### src/logic/pdc_pkg.sv
/*
 * constants, register map and types of the positioning drive command logic.
 * assumes one 200 MHz clock, a synchronous active-high reset and APB access.
 */
// What this block does
// - inactive time stamp enables parameter-only control
// - control 0x10 plus target starts positioning
// - control word 0x00 cancels any run
// - new target retargets; reversal stops first
// - manual command slows run, then manual
// - release with stored target starts run
// - bit 6 disables the loop overrun
// - control 0x11 or 0x12 starts manual
// - 0x10 or 0x00 ends manual run
// - target during manual starts positioning
// - six-byte control 0x14 plus target starts
// - 0x04 with target, later 0x10 starts
// - eight-byte 0x14 with speed starts run
// - new process speed applies at once
// - eight-byte speed overrides parameter speeds
// - zero speed falls back to parameters
// - invalid speed blocks, aborts, flags error
// - speed clamped to per-direction maximum
// - accel 147, decel 148 on every run
// - deceleration eased near the destination
// - start torque for set time, then travel
`default_nettype none
package pdc_pkg;
   // apb geometry
   localparam int ADDR_W = 12;
   localparam int DATA_W = 32;
   // parameter indexes; byte address is four times the index
   localparam int IDX_CTRL = 110;
   localparam int IDX_TARGET = 112;
   localparam int IDX_SPD_POS = 142;
   localparam int IDX_MAX_CCW = 143;
   localparam int IDX_MAX_CW = 144;
   localparam int IDX_SPD_MAN = 145;
   localparam int IDX_ACC = 147;
   localparam int IDX_DEC = 148;
   localparam int IDX_TRQ_START = 152;
   localparam int IDX_TRQ_TRAVEL = 153;
   localparam int IDX_START_TIME = 160;
   localparam int IDX_STATUS = 200;
   // control word bit positions
   localparam int CB_MAN_CCW = 0;
   localparam int CB_MAN_CW = 1;
   localparam int CB_XFER = 2;
   localparam int CB_RELEASE = 4;
   localparam int CB_NO_LOOP = 6;
   localparam int CB_CLR_ERR = 14;
   // status word bit positions
   localparam int SB_RUN = 8;
   localparam int SB_MAN = 9;
   localparam int SB_ERR_TARGET = 12;
   // time stamp value that means inactive
   localparam logic [13:0] STAMP_OFF = 14'h3FFF;
   // valid speed window, 1/min
   localparam logic signed [15:0] SPD_LOW_OK = 16'sh000A;
   localparam logic signed [15:0] SPD_HIGH_OK = 16'sh0050;
   // parameter reset values
   localparam logic [15:0] RST_SPD_POS = 16'h0032;
   localparam logic [15:0] RST_MAX_DIR = 16'h0050;
   localparam logic [15:0] RST_SPD_MAN = 16'h0014;
   localparam logic [15:0] RST_ACC = 16'h0064;
   localparam logic [15:0] RST_DEC = 16'h0064;
   localparam logic [15:0] RST_TRQ_START = 16'h00C8;
   localparam logic [15:0] RST_TRQ_TRAVEL = 16'h0096;
   localparam logic [15:0] RST_START_TIME = 16'h0064;
   // timing
   localparam int CLK_PERIOD_NS = 5;
   localparam int MS_NS = 1000000;
   localparam int MS_CYC = MS_NS / CLK_PERIOD_NS;
   localparam int DWELL_NS = 1000;
   localparam logic [7:0] DWELL_CYC = 8'(DWELL_NS / CLK_PERIOD_NS);
   // near-destination window, steps
   localparam logic [31:0] NEAR_STEPS = 32'h00000100;
   // drive states
   typedef enum logic [2:0] {PDC_IDLE, PDC_POS, PDC_REV, PDC_SLOW, PDC_MAN} pdc_state_e;
   // process data layout in use
   typedef enum logic [1:0] {PDC_MODE_STAMP, PDC_MODE_6B, PDC_MODE_8B} pdc_mode_e;
endpackage
`default_nettype wire

### src/logic/pdc_speed_sel.sv
/*
 * speed setpoint selection, validity check and direction clamp.
 * assumes all speeds signed 1/min; purely combinational.
 */
`default_nettype none
module pdc_speed_sel
   import pdc_pkg::*;
(
   input wire logic use_pd_in, // eight-byte layout active
   input wire logic signed [15:0] pd_speed_in, // speed from process data
   input wire logic manual_in, // manual kind of run
   input wire logic cw_in, // clockwise travel
   input wire logic signed [15:0] spd_pos_in, // positioning setpoint
   input wire logic signed [15:0] spd_man_in, // manual setpoint
   input wire logic signed [15:0] max_ccw_in, // ccw limit
   input wire logic signed [15:0] max_cw_in, // cw limit
   output logic [15:0] speed_out, // clamped speed
   output logic invalid_out // setpoint out of range
);
   // zero process speed falls back to the parameters
   wire pd_used = use_pd_in && (pd_speed_in != 16'sh0000);
   wire signed [15:0] par_sp = manual_in ? spd_man_in : spd_pos_in;
   wire signed [15:0] setp = pd_used ? pd_speed_in : par_sp;
   wire signed [15:0] limit = cw_in ? max_cw_in : max_ccw_in;
   // negative, 1..9 or above 80 is refused
   assign invalid_out = (setp < 16'sh0000) || ((setp > 16'sh0000) && (setp < SPD_LOW_OK))
      || (setp > SPD_HIGH_OK);
   // smaller of setpoint and direction limit
   assign speed_out = (setp < limit) ? setp : limit;
endmodule
`default_nettype wire

### src/logic/pdc_drive_cmd.sv
/*
 * command logic of a positioning actuator: control word, target and speed
 * arrive either as process data frames or as parameter writes over APB.
 * assumes process data ports synchronous to core_clk_in, actual position
 * supplied by the motion controller, which consumes the run outputs.
 */
`default_nettype none
module pdc_drive_cmd
   import pdc_pkg::*;
#(
   parameter int MS_CYC_P = MS_CYC // cycles per millisecond
)
(
   input wire logic core_clk_in, // 200 MHz clock
   input wire logic rst_in, // synchronous reset, high
   input wire logic psel_in, // apb select
   input wire logic penable_in, // apb enable
   input wire logic pwrite_in, // apb direction
   input wire logic [pdc_pkg::ADDR_W-1:0] paddr_in, // apb byte address
   input wire logic [pdc_pkg::DATA_W-1:0] pwdata_in, // apb write data
   output logic [pdc_pkg::DATA_W-1:0] prdata_out, // apb read data
   output logic pready_out, // apb ready
   output logic pslverr_out, // apb error, unmapped
   input wire pdc_pkg::pdc_mode_e pd_mode_in, // process data layout
   input wire logic operate_in, // link in operate state
   input wire logic pd_valid_in, // new output frame, one cycle
   input wire logic [15:0] pd_ctrl_in, // frame control word
   input wire logic [31:0] pd_pos_in, // frame target position
   input wire logic [15:0] pd_speed_in, // frame target speed
   input wire logic [13:0] pd_stamp_in, // frame time stamp
   input wire logic [31:0] act_pos_in, // actual position
   output logic run_out, // drive moving
   output logic manual_out, // manual kind of run
   output logic dir_cw_out, // clockwise travel
   output logic loop_en_out, // loop overrun allowed
   output logic [31:0] target_out, // active target
   output logic [15:0] speed_out, // speed setpoint
   output logic [15:0] accel_out, // acceleration limit
   output logic [15:0] decel_out, // deceleration limit
   output logic [15:0] torque_out, // torque limit
   output logic err_target_out // incorrect target value
);
   localparam logic [ADDR_W-1:0] A_CTRL = ADDR_W'(IDX_CTRL * 4);
   localparam logic [ADDR_W-1:0] A_TARGET = ADDR_W'(IDX_TARGET * 4);
   localparam logic [ADDR_W-1:0] A_SPD_POS = ADDR_W'(IDX_SPD_POS * 4);
   localparam logic [ADDR_W-1:0] A_MAX_CCW = ADDR_W'(IDX_MAX_CCW * 4);
   localparam logic [ADDR_W-1:0] A_MAX_CW = ADDR_W'(IDX_MAX_CW * 4);
   localparam logic [ADDR_W-1:0] A_SPD_MAN = ADDR_W'(IDX_SPD_MAN * 4);
   localparam logic [ADDR_W-1:0] A_ACC = ADDR_W'(IDX_ACC * 4);
   localparam logic [ADDR_W-1:0] A_DEC = ADDR_W'(IDX_DEC * 4);
   localparam logic [ADDR_W-1:0] A_TRQ_START = ADDR_W'(IDX_TRQ_START * 4);
   localparam logic [ADDR_W-1:0] A_TRQ_TRAVEL = ADDR_W'(IDX_TRQ_TRAVEL * 4);
   localparam logic [ADDR_W-1:0] A_START_TIME = ADDR_W'(IDX_START_TIME * 4);
   localparam logic [ADDR_W-1:0] A_STATUS = ADDR_W'(IDX_STATUS * 4);

   // stored words
   logic [15:0] ctrl_r; // effective control word
   logic [31:0] target_r; // active target
   logic [15:0] spd_pos_r, max_ccw_r, max_cw_r, spd_man_r; // speed parameters
   logic [15:0] acc_r, dec_r, trq_start_r, trq_travel_r, start_time_r; // other parameters
   logic [15:0] pd_spd_r; // last process speed
   logic pend_r; // target waits for release
   logic err_r; // incorrect target value, sticky
   pdc_state_e state_r, state_nxt; // drive state
   logic pend_nxt, err_set, start_travel; // fsm side outputs
   logic [7:0] dwell_r, dwell_nxt; // reverse/slowdown dwell
   logic [15:0] st_ms_r; // start torque ms left
   logic [31:0] tick_r; // ms prescaler
   logic pready_r, pslverr_r; // apb answer
   logic [DATA_W-1:0] prdata_r; // apb read data
   logic run_r, man_r, cw_r, loop_r; // output flops
   logic [15:0] speed_r, decel_r, torque_r; // output flops

   // apb decode; pready is raised for the access phase only
   wire setup_ph = psel_in && !penable_in;
   wire fire = psel_in && penable_in && pready_r;
   wire wr_fire = fire && pwrite_in;
   wire hit_par = (paddr_in == A_SPD_POS) || (paddr_in == A_MAX_CCW) || (paddr_in == A_MAX_CW)
      || (paddr_in == A_SPD_MAN) || (paddr_in == A_ACC) || (paddr_in == A_DEC)
      || (paddr_in == A_TRQ_START) || (paddr_in == A_TRQ_TRAVEL)
      || (paddr_in == A_START_TIME);
   wire hit = hit_par || (paddr_in == A_CTRL) || (paddr_in == A_TARGET)
      || (paddr_in == A_STATUS);

   // command sources
   wire acyc_ok = (pd_mode_in == PDC_MODE_STAMP) && (pd_stamp_in == STAMP_OFF);
   wire pd_ok = (pd_mode_in != PDC_MODE_STAMP) && operate_in && pd_valid_in;
   wire ctrl_ev = pd_ok || (acyc_ok && wr_fire && (paddr_in == A_CTRL));
   wire [15:0] ctrl_new = pd_ok ? pd_ctrl_in : pwdata_in[15:0];
   // frames carry a target only with the transfer bit
   wire tgt_ev = (pd_ok && pd_ctrl_in[CB_XFER])
      || (acyc_ok && wr_fire && (paddr_in == A_TARGET));
   wire [31:0] tgt_new = pd_ok ? pd_pos_in : pwdata_in;
   wire [15:0] ctrl_w = ctrl_ev ? ctrl_new : ctrl_r;
   wire [31:0] target_w = tgt_ev ? tgt_new : target_r;
   wire release_w = ctrl_w[CB_RELEASE];
   wire man_new = ctrl_ev && (ctrl_new[CB_MAN_CCW] || ctrl_new[CB_MAN_CW]);
   wire rel_rise = ctrl_ev && ctrl_new[CB_RELEASE] && !ctrl_r[CB_RELEASE];
   wire clr_err = ctrl_ev && ctrl_new[CB_CLR_ERR] && !ctrl_r[CB_CLR_ERR];
   wire cw_new = $signed(target_w) > $signed(act_pos_in);
   wire use_pd = (pd_mode_in == PDC_MODE_8B);
   wire [15:0] pd_spd_w = (pd_ok && use_pd) ? pd_speed_in : pd_spd_r;

   // positioning and manual setpoints, each checked and clamped
   wire [15:0] sp_pos, sp_man;
   wire inv_pos, inv_man;
   pdc_speed_sel u_sel_pos (
      .use_pd_in(use_pd),
      .pd_speed_in(pd_spd_w),
      .manual_in(1'b0),
      .cw_in(cw_new),
      .spd_pos_in(spd_pos_r),
      .spd_man_in(spd_man_r),
      .max_ccw_in(max_ccw_r),
      .max_cw_in(max_cw_r),
      .speed_out(sp_pos),
      .invalid_out(inv_pos)
   );
   pdc_speed_sel u_sel_man (
      .use_pd_in(use_pd),
      .pd_speed_in(pd_spd_w),
      .manual_in(1'b1),
      .cw_in(ctrl_w[CB_MAN_CW]),
      .spd_pos_in(spd_pos_r),
      .spd_man_in(spd_man_r),
      .max_ccw_in(max_ccw_r),
      .max_cw_in(max_cw_r),
      .speed_out(sp_man),
      .invalid_out(inv_man)
   );

   // remaining distance for the decel easing
   wire [31:0] diff = target_r - act_pos_in;
   wire [31:0] remain = diff[31] ? (32'h00000000 - diff) : diff;
   wire at_target = (act_pos_in == target_r);
   wire moving_nxt = (state_nxt != PDC_IDLE);
   wire man_kind_nxt = (state_nxt == PDC_MAN) || (state_nxt == PDC_SLOW);

   // drive state decisions, release first, then target, then manual
   always_comb
   begin
      state_nxt = state_r;
      pend_nxt = pend_r;
      dwell_nxt = (dwell_r != 8'h00) ? dwell_r - 8'h01 : 8'h00;
      err_set = 1'b0;
      start_travel = 1'b0;
      if (!release_w)
      begin
         // release withdrawn: stop, keep any target for later
         state_nxt = PDC_IDLE;
         if (tgt_ev)
            pend_nxt = 1'b1;
      end
      else if (tgt_ev || (rel_rise && pend_r))
      begin
         pend_nxt = 1'b0;
         if (inv_pos)
         begin
            state_nxt = PDC_IDLE;
            err_set = 1'b1;
         end
         else if ((state_r == PDC_POS) && (cw_new != cw_r))
         begin
            // reversal needs a stop before the new direction
            state_nxt = PDC_REV;
            dwell_nxt = DWELL_CYC;
         end
         else if (state_r == PDC_POS)
            state_nxt = PDC_POS;
         else if (state_r != PDC_REV)
         begin
            state_nxt = PDC_POS;
            start_travel = 1'b1;
         end
      end
      else if (man_new)
      begin
         if (inv_man)
         begin
            state_nxt = PDC_IDLE;
            err_set = 1'b1;
         end
         else if ((state_r == PDC_POS) || (state_r == PDC_REV))
         begin
            state_nxt = PDC_SLOW;
            dwell_nxt = DWELL_CYC;
         end
         else if (state_r == PDC_IDLE)
         begin
            state_nxt = PDC_MAN;
            start_travel = 1'b1;
         end
      end
      else
      begin
         case (state_r)
            PDC_POS:
            begin
               if (inv_pos)
               begin
                  state_nxt = PDC_IDLE;
                  err_set = 1'b1;
               end
               else if (at_target)
                  state_nxt = PDC_IDLE;
            end
            PDC_REV:
            begin
               if (dwell_r == 8'h00)
               begin
                  state_nxt = PDC_POS;
                  start_travel = 1'b1;
               end
            end
            PDC_SLOW, PDC_MAN:
            begin
               if (inv_man)
               begin
                  state_nxt = PDC_IDLE;
                  err_set = 1'b1;
               end
               else if (ctrl_ev && (state_r == PDC_MAN))
                  state_nxt = PDC_IDLE;
               else if ((state_r == PDC_SLOW) && (dwell_r == 8'h00))
                  state_nxt = PDC_MAN;
            end
            default:
               state_nxt = state_r;
         endcase
      end
   end

   // state, command words and flags
   always_ff @(posedge core_clk_in)
   begin
      if (rst_in)
      begin
         state_r <= PDC_IDLE;
         ctrl_r <= 16'h0000;
         target_r <= 32'h00000000;
         pd_spd_r <= 16'h0000;
         pend_r <= 1'b0;
         err_r <= 1'b0;
         dwell_r <= 8'h00;
      end
      else
      begin
         state_r <= state_nxt;
         ctrl_r <= ctrl_w;
         target_r <= target_w;
         pd_spd_r <= pd_spd_w;
         pend_r <= pend_nxt;
         // a new error wins over a clear in the same cycle
         err_r <= err_set || (err_r && !clr_err);
         dwell_r <= dwell_nxt;
      end
   end

   // parameter registers
   always_ff @(posedge core_clk_in)
   begin
      if (rst_in)
      begin
         spd_pos_r <= RST_SPD_POS;
         max_ccw_r <= RST_MAX_DIR;
         max_cw_r <= RST_MAX_DIR;
         spd_man_r <= RST_SPD_MAN;
         acc_r <= RST_ACC;
         dec_r <= RST_DEC;
         trq_start_r <= RST_TRQ_START;
         trq_travel_r <= RST_TRQ_TRAVEL;
         start_time_r <= RST_START_TIME;
      end
      else if (wr_fire)
      begin
         case (paddr_in)
            A_SPD_POS: spd_pos_r <= pwdata_in[15:0];
            A_MAX_CCW: max_ccw_r <= pwdata_in[15:0];
            A_MAX_CW: max_cw_r <= pwdata_in[15:0];
            A_SPD_MAN: spd_man_r <= pwdata_in[15:0];
            A_ACC: acc_r <= pwdata_in[15:0];
            A_DEC: dec_r <= pwdata_in[15:0];
            A_TRQ_START: trq_start_r <= pwdata_in[15:0];
            A_TRQ_TRAVEL: trq_travel_r <= pwdata_in[15:0];
            A_START_TIME: start_time_r <= pwdata_in[15:0];
            default: spd_pos_r <= spd_pos_r;
         endcase
      end
   end

   // start torque window, counted in whole milliseconds
   always_ff @(posedge core_clk_in)
   begin
      if (rst_in)
      begin
         st_ms_r <= 16'h0000;
         tick_r <= 32'h00000000;
      end
      else if (start_travel)
      begin
         st_ms_r <= start_time_r;
         tick_r <= 32'h00000000;
      end
      else if (st_ms_r != 16'h0000)
      begin
         if (tick_r == 32'(MS_CYC_P - 1))
         begin
            tick_r <= 32'h00000000;
            st_ms_r <= st_ms_r - 16'h0001;
         end
         else
            tick_r <= tick_r + 32'h00000001;
      end
   end

   // speed by kind of run; reverse dwell holds the drive still
   wire [15:0] speed_w = (state_nxt == PDC_POS) ? sp_pos
      : (man_kind_nxt ? sp_man : 16'h0000);
   // deceleration eased in three steps inside the near window
   wire [15:0] decel_w = (state_r != PDC_POS) ? dec_r
      : (remain < (NEAR_STEPS >> 4)) ? (dec_r >> 3)
      : (remain < (NEAR_STEPS >> 2)) ? (dec_r >> 2)
      : (remain < NEAR_STEPS) ? (dec_r >> 1) : dec_r;
   wire cw_w = man_kind_nxt ? ctrl_w[CB_MAN_CW] : cw_new;

   // drive outputs
   always_ff @(posedge core_clk_in)
   begin
      if (rst_in)
      begin
         run_r <= 1'b0;
         man_r <= 1'b0;
         cw_r <= 1'b0;
         loop_r <= 1'b1;
         speed_r <= 16'h0000;
         decel_r <= RST_DEC;
         torque_r <= RST_TRQ_TRAVEL;
      end
      else
      begin
         run_r <= moving_nxt;
         man_r <= man_kind_nxt;
         if (moving_nxt)
            cw_r <= cw_w;
         loop_r <= !ctrl_w[CB_NO_LOOP];
         speed_r <= speed_w;
         decel_r <= decel_w;
         torque_r <= (st_ms_r != 16'h0000) ? trq_start_r : trq_travel_r;
      end
   end

   // apb answer: ready in the access phase, data fetched at setup
   // flags widened before the shift so no bit is lost to a one-bit context
   wire [15:0] status_w = ({15'h0000, err_r} << SB_ERR_TARGET)
      | ({15'h0000, run_r} << SB_RUN) | ({15'h0000, man_r} << SB_MAN);
   wire [15:0] rd_w = (paddr_in == A_CTRL) ? ctrl_r
      : (paddr_in == A_SPD_POS) ? spd_pos_r : (paddr_in == A_MAX_CCW) ? max_ccw_r
      : (paddr_in == A_MAX_CW) ? max_cw_r : (paddr_in == A_SPD_MAN) ? spd_man_r
      : (paddr_in == A_ACC) ? acc_r : (paddr_in == A_DEC) ? dec_r
      : (paddr_in == A_TRQ_START) ? trq_start_r : (paddr_in == A_TRQ_TRAVEL) ? trq_travel_r
      : (paddr_in == A_START_TIME) ? start_time_r
      : (paddr_in == A_STATUS) ? status_w : 16'h0000;
   always_ff @(posedge core_clk_in)
   begin
      if (rst_in)
      begin
         pready_r <= 1'b0;
         pslverr_r <= 1'b0;
         prdata_r <= 32'h00000000;
      end
      else
      begin
         pready_r <= setup_ph;
         pslverr_r <= setup_ph && !hit;
         if (setup_ph)
            prdata_r <= (paddr_in == A_TARGET) ? target_r : {16'h0000, rd_w};
      end
   end

   assign prdata_out = prdata_r;
   assign pready_out = pready_r;
   assign pslverr_out = pslverr_r;
   assign run_out = run_r;
   assign manual_out = man_r;
   assign dir_cw_out = cw_r;
   assign loop_en_out = loop_r;
   assign target_out = target_r;
   assign speed_out = speed_r;
   assign accel_out = acc_r;
   assign decel_out = decel_r;
   assign torque_out = torque_r;
   assign err_target_out = err_r;
endmodule
`default_nettype wire

### config.mk
export PLATFORM = sky130hd
export DESIGN_NAME = pdc_drive_cmd
export DESIGN_NICKNAME = d
export VERILOG_FILES = /design/src/logic/pdc_pkg.sv /design/src/logic/pdc_speed_sel.sv /design/src/logic/pdc_drive_cmd.sv
export SDC_FILE = /design/constraint.sdc
export NUM_CORES = 1
export LEC_CHECK = 0
export ABC_AREA = 1
export BUFFER_PORTS_ARGS = -buffer_cell sky130_fd_sc_hd__buf_2
export CAP_MARGIN = 25
export CORE_MARGIN = 2
export CORE_UTILIZATION = 49
export DETAILED_ROUTE_END_ITERATION = 10
export PLACE_DENSITY_LB_ADDON = 0.3
export SYNTH_ARGS = -nofsm -noshare
export SYNTH_HDL_FRONTEND = slang
export SYNTH_SLANG_ARGS = --single-unit
### constraint.sdc
create_clock -name core_clk_in -period 6.7 [get_ports core_clk_in]
set_input_delay 1.005 -clock core_clk_in [delete_from_list [all_inputs] [get_ports core_clk_in]]
set_output_delay 1.005 -clock core_clk_in [all_outputs]
set_load 0.005 [all_outputs]
# After elaboration in Yosys (flattened, before gate mapping)
# Cells that the tools add are included.
# Widths: inputs -> output; s select.
dict set report op_classes {
  mux 82
  add_sub_neg 5
  order_cmp 14
  n_bitwise 2
  reduce_logical 78
  eq_ne 27
}
# op count
set op_table {}
lappend op_table {{$mux 16} 28}
lappend op_table {{$mux 32} 5}
lappend op_table {{$eq 12x10->1 const B} 10}
lappend op_table {{$mux 8} 8}
lappend op_table {{$mux 3} 16}
lappend op_table {{$add 32x1->32 const B} 1}
lappend op_table {{$eq 32x18->1 const B} 1}
lappend op_table {{$eq 32x32->1} 1}
lappend op_table {{$gt 16x1->1 const B} 2}
lappend op_table {{$gt 16x8->1 const B} 2}
lappend op_table {{$gt 32x32->1} 1}
lappend op_table {{$lt 16x1->1 const B} 2}
lappend op_table {{$lt 16x16->1} 2}
lappend op_table {{$lt 16x5->1 const B} 2}
lappend op_table {{$lt 32x5->1 const B} 1}
lappend op_table {{$lt 32x7->1 const B} 1}
lappend op_table {{$lt 32x9->1 const B} 1}
lappend op_table {{$reduce_bool 16->1} 2}
lappend op_table {{$sub 1x32->32 const A} 1}
lappend op_table {{$sub 32x32->32} 1}
lappend op_table {{$logic_and 1x1->1} 26}
lappend op_table {{$eq 12x9->1 const B} 2}
lappend op_table {{$logic_or 1x1->1} 22}
lappend op_table {{$reduce_and 2->1} 11}
lappend op_table {{other kinds (26)} 59}
dict set report word_totals {
  word_cells 237
  out_inout_bits 135
  reg_bits 355
  in_bits 163
}

# Logic depth before layout (Yosys ltp)
# Gate-level depths: netlist of run 1.
dict set report depth {
  ltp_word 21
  depth_mapped 44
  mapped_depth_nobuf 39
}

# Hierarchy
# A second synthesis of run 1 with hierarchy kept.
dict set report unflattened {
  hier_cells 3844
  area_unflattened_um2 23725.3
}
# module area_each_um2 n_inst cells_per_inst seq_area_each_um2
set modules_own_cells {}
lappend modules_own_cells {pdc_drive_cmd 20711.1 1 3261 7106.8}
lappend modules_own_cells {{pdc_speed_sel at u_sel_pos} 1531.5 1 292 0.0}
lappend modules_own_cells {{pdc_speed_sel at u_sel_man} 1482.7 1 291 0.0}

# Least setup slack after synthesis of run 1
# OpenSTA, ideal clock, no wires.
dict set report synth_path {
  path_type {input-to-reg}
  from {input port paddr_in[1] (netlist bit)}
  to {register speed_r[14] (netlist: speed_out[14])}
  required_time_ns 6.587
  setup_time_ns 0.113
  path_stages 40
  path_buffers 5
  setup_slack_ns 0.167
  arrival_time_ns 6.420
  cell_sequence {nor2_1 -> nand2_1 -> nor2_1 -> clkinv_1 -> nor4_1 -> nand2_1 -> inv_1 -> nand2_1 -> nand2_1 -> clkbuf_1 -> clkbuf_1 -> nand3_1 -> o21ai_0 -> inv_1 -> ha_1 -> nand4_1 -> nor2_1 -> nand3b_1 -> (+4 left out) -> and2_1 -> nand2_1 -> clkbuf_1 -> clkbuf_1 -> nand2_1 -> o21ai_0 -> ha_1 -> a21oi_1 -> o21ai_0 -> nand3_1 -> a21oi_1 -> a211oi_1 -> nand2_1 -> nand2_1 -> clkbuf_1 -> nand3_1 -> nand3_1 -> nand2_1}
}
dict set report synth_via {
  elab_chain_len 15
  word_cells_on_any_way 37
  cone_classes {order compare (3); eq/ne (6); mux (16); reduce/logical (12)}
}
# element line
set synth_rtl {}
lappend synth_rtl {{start: declaration} pdc_drive_cmd.sv:19} ;# input wire logic [pdc_pkg::ADDR_W-1:0] paddr_in,
lappend synth_rtl {{$eq 12x9->1 (*)} pdc_drive_cmd.sv:92} ;# || (acyc_ok && wr_fire && (paddr_in == A_TARGET));
lappend synth_rtl {{$logic_and 1x1->1 (*)} pdc_drive_cmd.sv:92}
lappend synth_rtl {{$logic_or 1x1->1 (*)} pdc_drive_cmd.sv:92}
lappend synth_rtl {{$mux 32 (*)} pdc_drive_cmd.sv:95} ;# wire [31:0] target_w = tgt_ev ? tgt_new : target_r;
lappend synth_rtl {{via target_w[15]} pdc_drive_cmd.sv:95}
lappend synth_rtl {{$gt 32x32->1 (*)} pdc_drive_cmd.sv:100} ;# wire cw_new = $signed(target_w) > $signed(act_pos_in);
lappend synth_rtl {{$ne 1x1->1} pdc_drive_cmd.sv:162} ;# else if ((state_r == PDC_POS) && (cw_new != cw_r))
lappend synth_rtl {{$logic_and 1x1->1} pdc_drive_cmd.sv:162}
lappend synth_rtl {{$mux 3} pdc_drive_cmd.sv:162}
lappend synth_rtl {{$mux 3} pdc_drive_cmd.sv:157} ;# if (inv_pos)
lappend synth_rtl {{$mux 3} pdc_drive_cmd.sv:154} ;# else if (tgt_ev || (rel_rise && pend_r))
lappend synth_rtl {{$mux 3} pdc_drive_cmd.sv:147} ;# if (!release_w)
lappend synth_rtl {{$eq 3x3->1 or $eq 3x2->1 (tied branches)} pdc_drive_cmd.sv:137} ;# wire man_kind_nxt = (state_nxt == PDC_MAN) || (state_nxt == PDC_SLOW);
lappend synth_rtl {{$logic_or 1x1->1} pdc_drive_cmd.sv:137}
lappend synth_rtl {{$mux 16} pdc_drive_cmd.sv:318} ;# : (man_kind_nxt ? sp_man : 16'h0000);
lappend synth_rtl {{$mux 16 (*)} pdc_drive_cmd.sv:317} ;# wire [15:0] speed_w = (state_nxt == PDC_POS) ? sp_pos
lappend synth_rtl {{end signal: assignment} pdc_drive_cmd.sv:346} ;# speed_r <= speed_w;
lappend synth_rtl {{end: declaration} pdc_drive_cmd.sv:72} ;# logic [15:0] speed_r, decel_r, torque_r;
# Mark *: on every way through the listed nets, which the timed path passes. The rest lies on a longest branch.
# A chain may end at the register's enable or synchronous reset.

# Worst setup path after layout of run 1
dict set report layout_path {
  from {input port paddr_in[1] (netlist bit)}
  to {register speed_r[2] (netlist: speed_out[2])}
}
# Same word-level chain as after synthesis.

==> results of run 1 <==
==> state kept, by name, summed over array words and instances (netlist names), 8 cells and up <==
signal	cells
accel_out	16
ctrl_r	16
dec_r	16
decel_out	16
dwell_r	8
max_ccw_r	16
max_cw_r	16
pd_spd_r	16
prdata_out	32
spd_man_r	16
spd_pos_r	16
speed_out	16
st_ms_r	16
start_time_r	16
target_out	32
tick_r	32
torque_out	16
trq_start_r	16
trq_travel_r	16
==> metrics by stage <==
| stage | hold WS (ps) | cell area (sq um) | setup slack [ps] | utilization (%) | std cells |
|---|---|---|---|---|---|
| finish | 416 | 25800 | 587 | 57.1 | 4320 |
| global route | 457 | 25800 | 101 | 57.1 | 4318 |
| CTS | 413 | 25700 | 751 | 57.0 | 4314 |
| detailed placement | 404 | 24300 | 170 | 53.9 | 4245 |
| global placement | 402 | 24300 | 454 | 53.8 | 4242 |
| floorplan | 393 | 22200 | 167 | - | 3444 |
==> cell usage after synthesis (17+ instances only) <==
master / count / area share (%)
nor3_1: 52 / 1.2
a221oi_1: 17 / 0.67
xnor2_1: 18 / 0.71
nor2_1: 324 / 5.5
inv_1: 437 / 7.4
a211oi_1: 51 / 1.7
nand4_1: 60 / 1.7
ha_1: 97 / 5.5
clkbuf_1: 115 / 1.9
dfxtp_1: 355 / 32
o211ai_1: 32 / 1.1
o221ai_1: 28 / 1.1
o21ai_0: 273 / 6.1
a21oi_1: 266 / 6.0
xor2_1: 35 / 1.4
nand2_1: 835 / 14
nand3_1: 247 / 5.6
==> critical path: cells and delay by family <==
kind	cells	cell delay (ps)
and+or+nand+nor	20	2490
AOI/OAI and AO/OA	6	1060
buffers and inverters	8	1180
adders and majority gates	2	740
==> final timing paths <==
check / cells past startpoint / endpoint / slack [ps]
max: 36 / speed_out[2]$_SDFF_PP0_ / 590
min: 1 / dwell_r[0]$_SDFF_PP0_ / 420
max reg2reg: 31 / speed_out[2]$_SDFF_PP0_ / 1090
min reg2reg: 1 / dwell_r[0]$_SDFF_PP0_ / 420
==> cells by family after synthesis <==
kind of cell    after synthesis  synth area share (%)
compound gates              740                  19.2
xor+xnor                     54                  2.16
fa+ha+maj                    98                  5.55
buf+inv                     606                  10.6
flops                       355                  32.0
simple gates               1591                  30.5
==> routing by layer <==
layer | routed length (um) | up-vias | GRT usage [%]
met4 | 5830 | 4 | 22.7
li1 | - | 11900 | -
met3 | 7570 | 278 | 6.47
met2 | 36100 | 1218 | 52.9
met5 | 27 | - | 0
met1 | 32500 | 11000 | 42.7
==> power by group through the flow <==
stage | clock network (mW) | registers [mW] | logic, mW
finish | 2.33 | 2.24 | 1.15
global route | 2.44 | 2.25 | 1.27
CTS | 2.36 | 2.24 | 1.11
detailed placement | 0 | 2.29 | 1.10
global placement | 0 | 2.29 | 1.10
floorplan | 0 | 2.28 | 0.746
==> cell type report <==
class | count | area, sq um | share of cell area, %
Sequential cell | 355 | 7110 | 27.6
Tap cell | 600 | 751 | 2.91
Timing Repair Buffer | 352 | 2000 | 7.75
Clock inverter | 15 | 224 | 0.869
Antenna cell | 3 | 7.51 | 0.0291
Clock buffer | 54 | 1160 | 4.52
Multi-Input combinational cell | 2483 | 12800 | 49.7
Inverter | 458 | 1720 | 6.68
==> out/metrics.yaml, run 1 <==
status: "complete, no violations"
layout_min_cycle_time_ps: 6110
area_delta_synth_final_pct: 15.9
initial_core_util_pct: 49.3
critPathLaunchType: "primary input"
p_total_mw: 5.72
p_seq_share_pct: 39.2
gp_congestion: 1.02
p_switching_mw: 1.77
antenna_found_initial: 4
synthArstFlopShare_pct: 0
num_rows: 78
switching_share_pct: 31.0
nNetsFinal: 3951
p_int_mw: 3.95
rr_startpoint: "pready_out$_SDFF_PP0_"
firstDrtPassIters: 6
critPathCaptureType: "register"
route.detailed.drc: 0
wire_per_inst_um: 19.0
vias_per_cell: 5.66
clk_path_buf_depth: 3
cts_tree: "yes"
ys.warnings.count: 0
layout_commonest_cell: "nand2_1"
num_io_pins: 298
ys_seq_area_share_pct: 32.0
route.vias.total: 24400
setup.worst_path.class: "in -> reg"
hp-class: "reg -> reg"
postRouteAntennaNets: 0
setup_tns_ps: 0
cts_root_buffer: "clkbuf_16"
hpwl_um: 63300
synth_seq_cells: 355
pwr-share-clk_pct: 40.7
cpPeakStageDelay_ps: 430
fillers: 4543
cts_buffers: 40
drt_wl_total_um: 82100
grt_pass1_vias: 22300
path_max_fanout: 66
core_area_sq_um: 45100
rsz0062_at_grt: "no"
clock_latency_ps: 580
dieArea_sq_um: 47100
cts_hold_buf: 0
ir_worst_vdd_mv: 0.188
cpMostUsedCell: "nand2_1"
drv_cap: 0
grt_max_degree: 115
synth.distinct_cells: 60
final_cell_mix: "nand2_1, inv_1, dfxtp_1, nor2_1, buf_2"
syn_inst: 3444
setup_violations: 0
hold_viol_final: 0
synth_edf_count: 0
setup.worst_path.start: "paddr_in[1]"
critPathRequiredTime_ps: 7160
htreeDepth: 2
max_freq_mhz: 164
cp_slowest_cell: "ha_1"
clock_sinks: 355
path_clk_slew_ps: 60
fin_crit_sh_pct: 91.2
ys.flop_type: "dfxtp_1"
syn_avg_cell_area_sq_um: 6.46
pwr_density_cell_nw_per_um2: 222
drtIter0Drc: 3072
syn_nets: 3705
hp-start: "dwell_r[0]$_SDFF_PP0_"
fin_worst_skew_ps: 15.3
cp.arrival_ps: 6570
port_buffers: 297
grt_usage_pct: 34.0
cts_resized: 0
tightest_slew_ps: 1030
post_cts_buffers: 0
final-max-slew-violation-count: 0
grt_pass1_wl_um: 125000
total_leakage_power_nw: 12.2
syn_area_sq_um: 22200
overflow: 0
pwr-share-comb_pct: 20.0
relSlewSlack_pct: 31.4
die_h_um: 217
final_layout_size_suffix_gt1_share_pct: 12.8
chipWidth_um: 217
No activity file was read; power rests on OpenSTA's default activity.
==> inputs of run 2 (changes only) <==
- CORE_UTILIZATION: 49 -> 53
- SKIP_LAST_GASP: default -> 1
==> out/metrics.yaml, run 2 (synthesized netlist as in run 1, its figures left out) <==
grt_pass1_wl_um: 123000
timing.final.ws_setup_ps: 440
final_layout_size_suffix_gt1_share_pct: 12.7
cp_top_family: "simple AND/OR/NAND/NOR gates"
total_leakage_power_nw: 12.1
route.detailed.drc: 0
wire_per_inst_um: 19.1
path_max_fanout: 38
postRouteAntennaNets: 0
num_io_pins: 298
final_area_sq_um: 25600
cts_buffers: 40
pwr_density_cell_nw_per_um2: 222
critPathCapture: "speed_out[10]$_SDFF_PP0_"
cts_tree: "yes"
firstDrtPassIters: 6
path_clk_slew_ps: 60
layout_min_cycle_time_ps: 6260
drt_wl_total_um: 81100
hold_viol_final: 0
r2r-end: "speed_out[10]$_SDFF_PP0_"
core_area_sq_um: 41700
grt_max_degree: 83
grt_pass1_vias: 22300
place_area_sq_um: 24200
post_cts_buffers: 0
status: "complete, no violations"
setup.worst_path.class: "in -> reg"
overflow: 0
nNetsFinal: 3948
clk_path_buf_depth: 3
setup.worst_path.start: "paddr_in[1]"
area_delta_synth_final_pct: 15.3
initial_core_util_pct: 53.4
num_rows: 75
setup_violations: 0
path_buf_inv: 6
max_freq_mhz: 160
path_depth: 33
relSlewSlack_pct: 36.3
clock_latency_ps: 590
cpMostUsedCell: "nand2_1"
critPathLaunchType: "primary input"
critPathRequiredTime_ps: 7160
final-max-slew-violation-count: 0
cp.arrival_ps: 6720
grt_usage_pct: 36.0
hpwl_um: 62900
fin_hold_ws_ps: 412
drv_cap: 0
rsz0062_at_grt: "no"
port_buffers: 297
dp_slack_ps: -84.4
layout_commonest_cell: "nand2_1"
cp_slowest_cell: "nor4b_1"
vias_per_cell: 5.76
final_cell_mix: "nand2_1, inv_1, dfxtp_1, nor2_1, buf_2"
min_path_cells: 1
r2r_slack_ps: 1050
antenna_found_initial: 4
ir_worst_vdd_mv: 0.156
dieArea_sq_um: 43600
fin_worst_skew_ps: 23.8
route.vias.total: 24500
chipWidth_um: 209
hp-class: "reg -> reg"
r2r_cells: 28
critPathCaptureType: "register"
htreeDepth: 2
gp_congestion: 1.01
tightest_slew_ps: 955
cts_root_buffer: "clkbuf_16"
rr_startpoint: "pready_out$_SDFF_PP0_"
die_h_um: 209
clock_sinks: 355
fin_crit_sh_pct: 93.4
drtIter0Drc: 2405
cpPeakStageDelay_ps: 540
run 2: cell types whose count changed in the layout (fill, tap and decap cells not counted), moves of 2 or more:
| cell | before | now |
|---|---|---|
| clkinvlp_4 | 2 | 0 |
| buf_12 | 2 | 4 |
| clkbuf_1 | 4 | 9 |
| clkbuf_8 | 9 | 5 |
| buf_16 | 2 | 0 |
| buf_4 | 48 | 44 |
run 2: per-stage QoR:
step	utilization, %	setup TNS, ps	std cells	total power, mW
3_3_place_gp	58.0	0	4178	3.39
5_1_grt	61.5	0	4255	5.93
4_1_cts	61.4	0	4250	5.69
6_report	61.5	0	4257	5.69
2_1_floorplan	-	0	3444	3.02
3_5_place_dp	58.1	-1050	4180	3.39
run 2: worst min-delay path by stage:
stage / from / endpoint / slack (ps)
after CTS: dwell_r[0]$_SDFF_PP0_ / dwell_r[0]$_SDFF_PP0_ / 420
after global placement: dwell_r[0]$_SDFF_PP0_ / dwell_r[0]$_SDFF_PP0_ / 400
after detailed placement: dwell_r[0]$_SDFF_PP0_ / dwell_r[0]$_SDFF_PP0_ / 410
after global routing: dwell_r[0]$_SDFF_PP0_ / dwell_r[0]$_SDFF_PP0_ / 430
after floorplan: dwell_r[0]$_SDFF_PP0_ / dwell_r[0]$_SDFF_PP0_ / 390
final: dwell_r[0]$_SDFF_PP0_ / dwell_r[0]$_SDFF_PP0_ / 410
run 2: cell type report:
cell class / instances / area (sq um)
antenna: 3 / 7.51
clock buffer: 55 / 1130
clock inverter: 15 / 244
fill: 4042 / 16000
inverter: 458 / 1720
multi-input combinational: 2483 / 12800
sequential: 355 / 7110
tap: 539 / 674
timing repair buffer: 349 / 1960
run 2: power by group:
part | internal [mW] | total [mW] | switching, mW
Combinational | 0.367 | 1.14 | 0.773
Clock | 1.38 | 2.31 | 0.929
Sequential | 2.19 | 2.24 | 0.0507
run 2: metal layers:
| metal | global-route usage (%) | up-vias | share of wire (%) | routed length (um) |
|---|---|---|---|---|
| met1 | 44.1 | 11000 | 38 | 31100 |
| met3 | 5.67 | 294 | 9.2 | 7500 |
| met5 | 0 | - | 0.014 | 11 |
| li1 | - | 11900 | - | - |
| met4 | 25.4 | 2 | 7.6 | 6140 |
| met2 | 58.0 | 1271 | 45 | 36400 |
run 2: what timing repair did:
| item | CTS | global route |
|---|---|---|
| hold endpoints to repair | 0 | 0 |
| resized for setup | 0 | 1 |
| setup endpoints to repair | 0 | 16 |
| hold buffers | 0 | 0 |
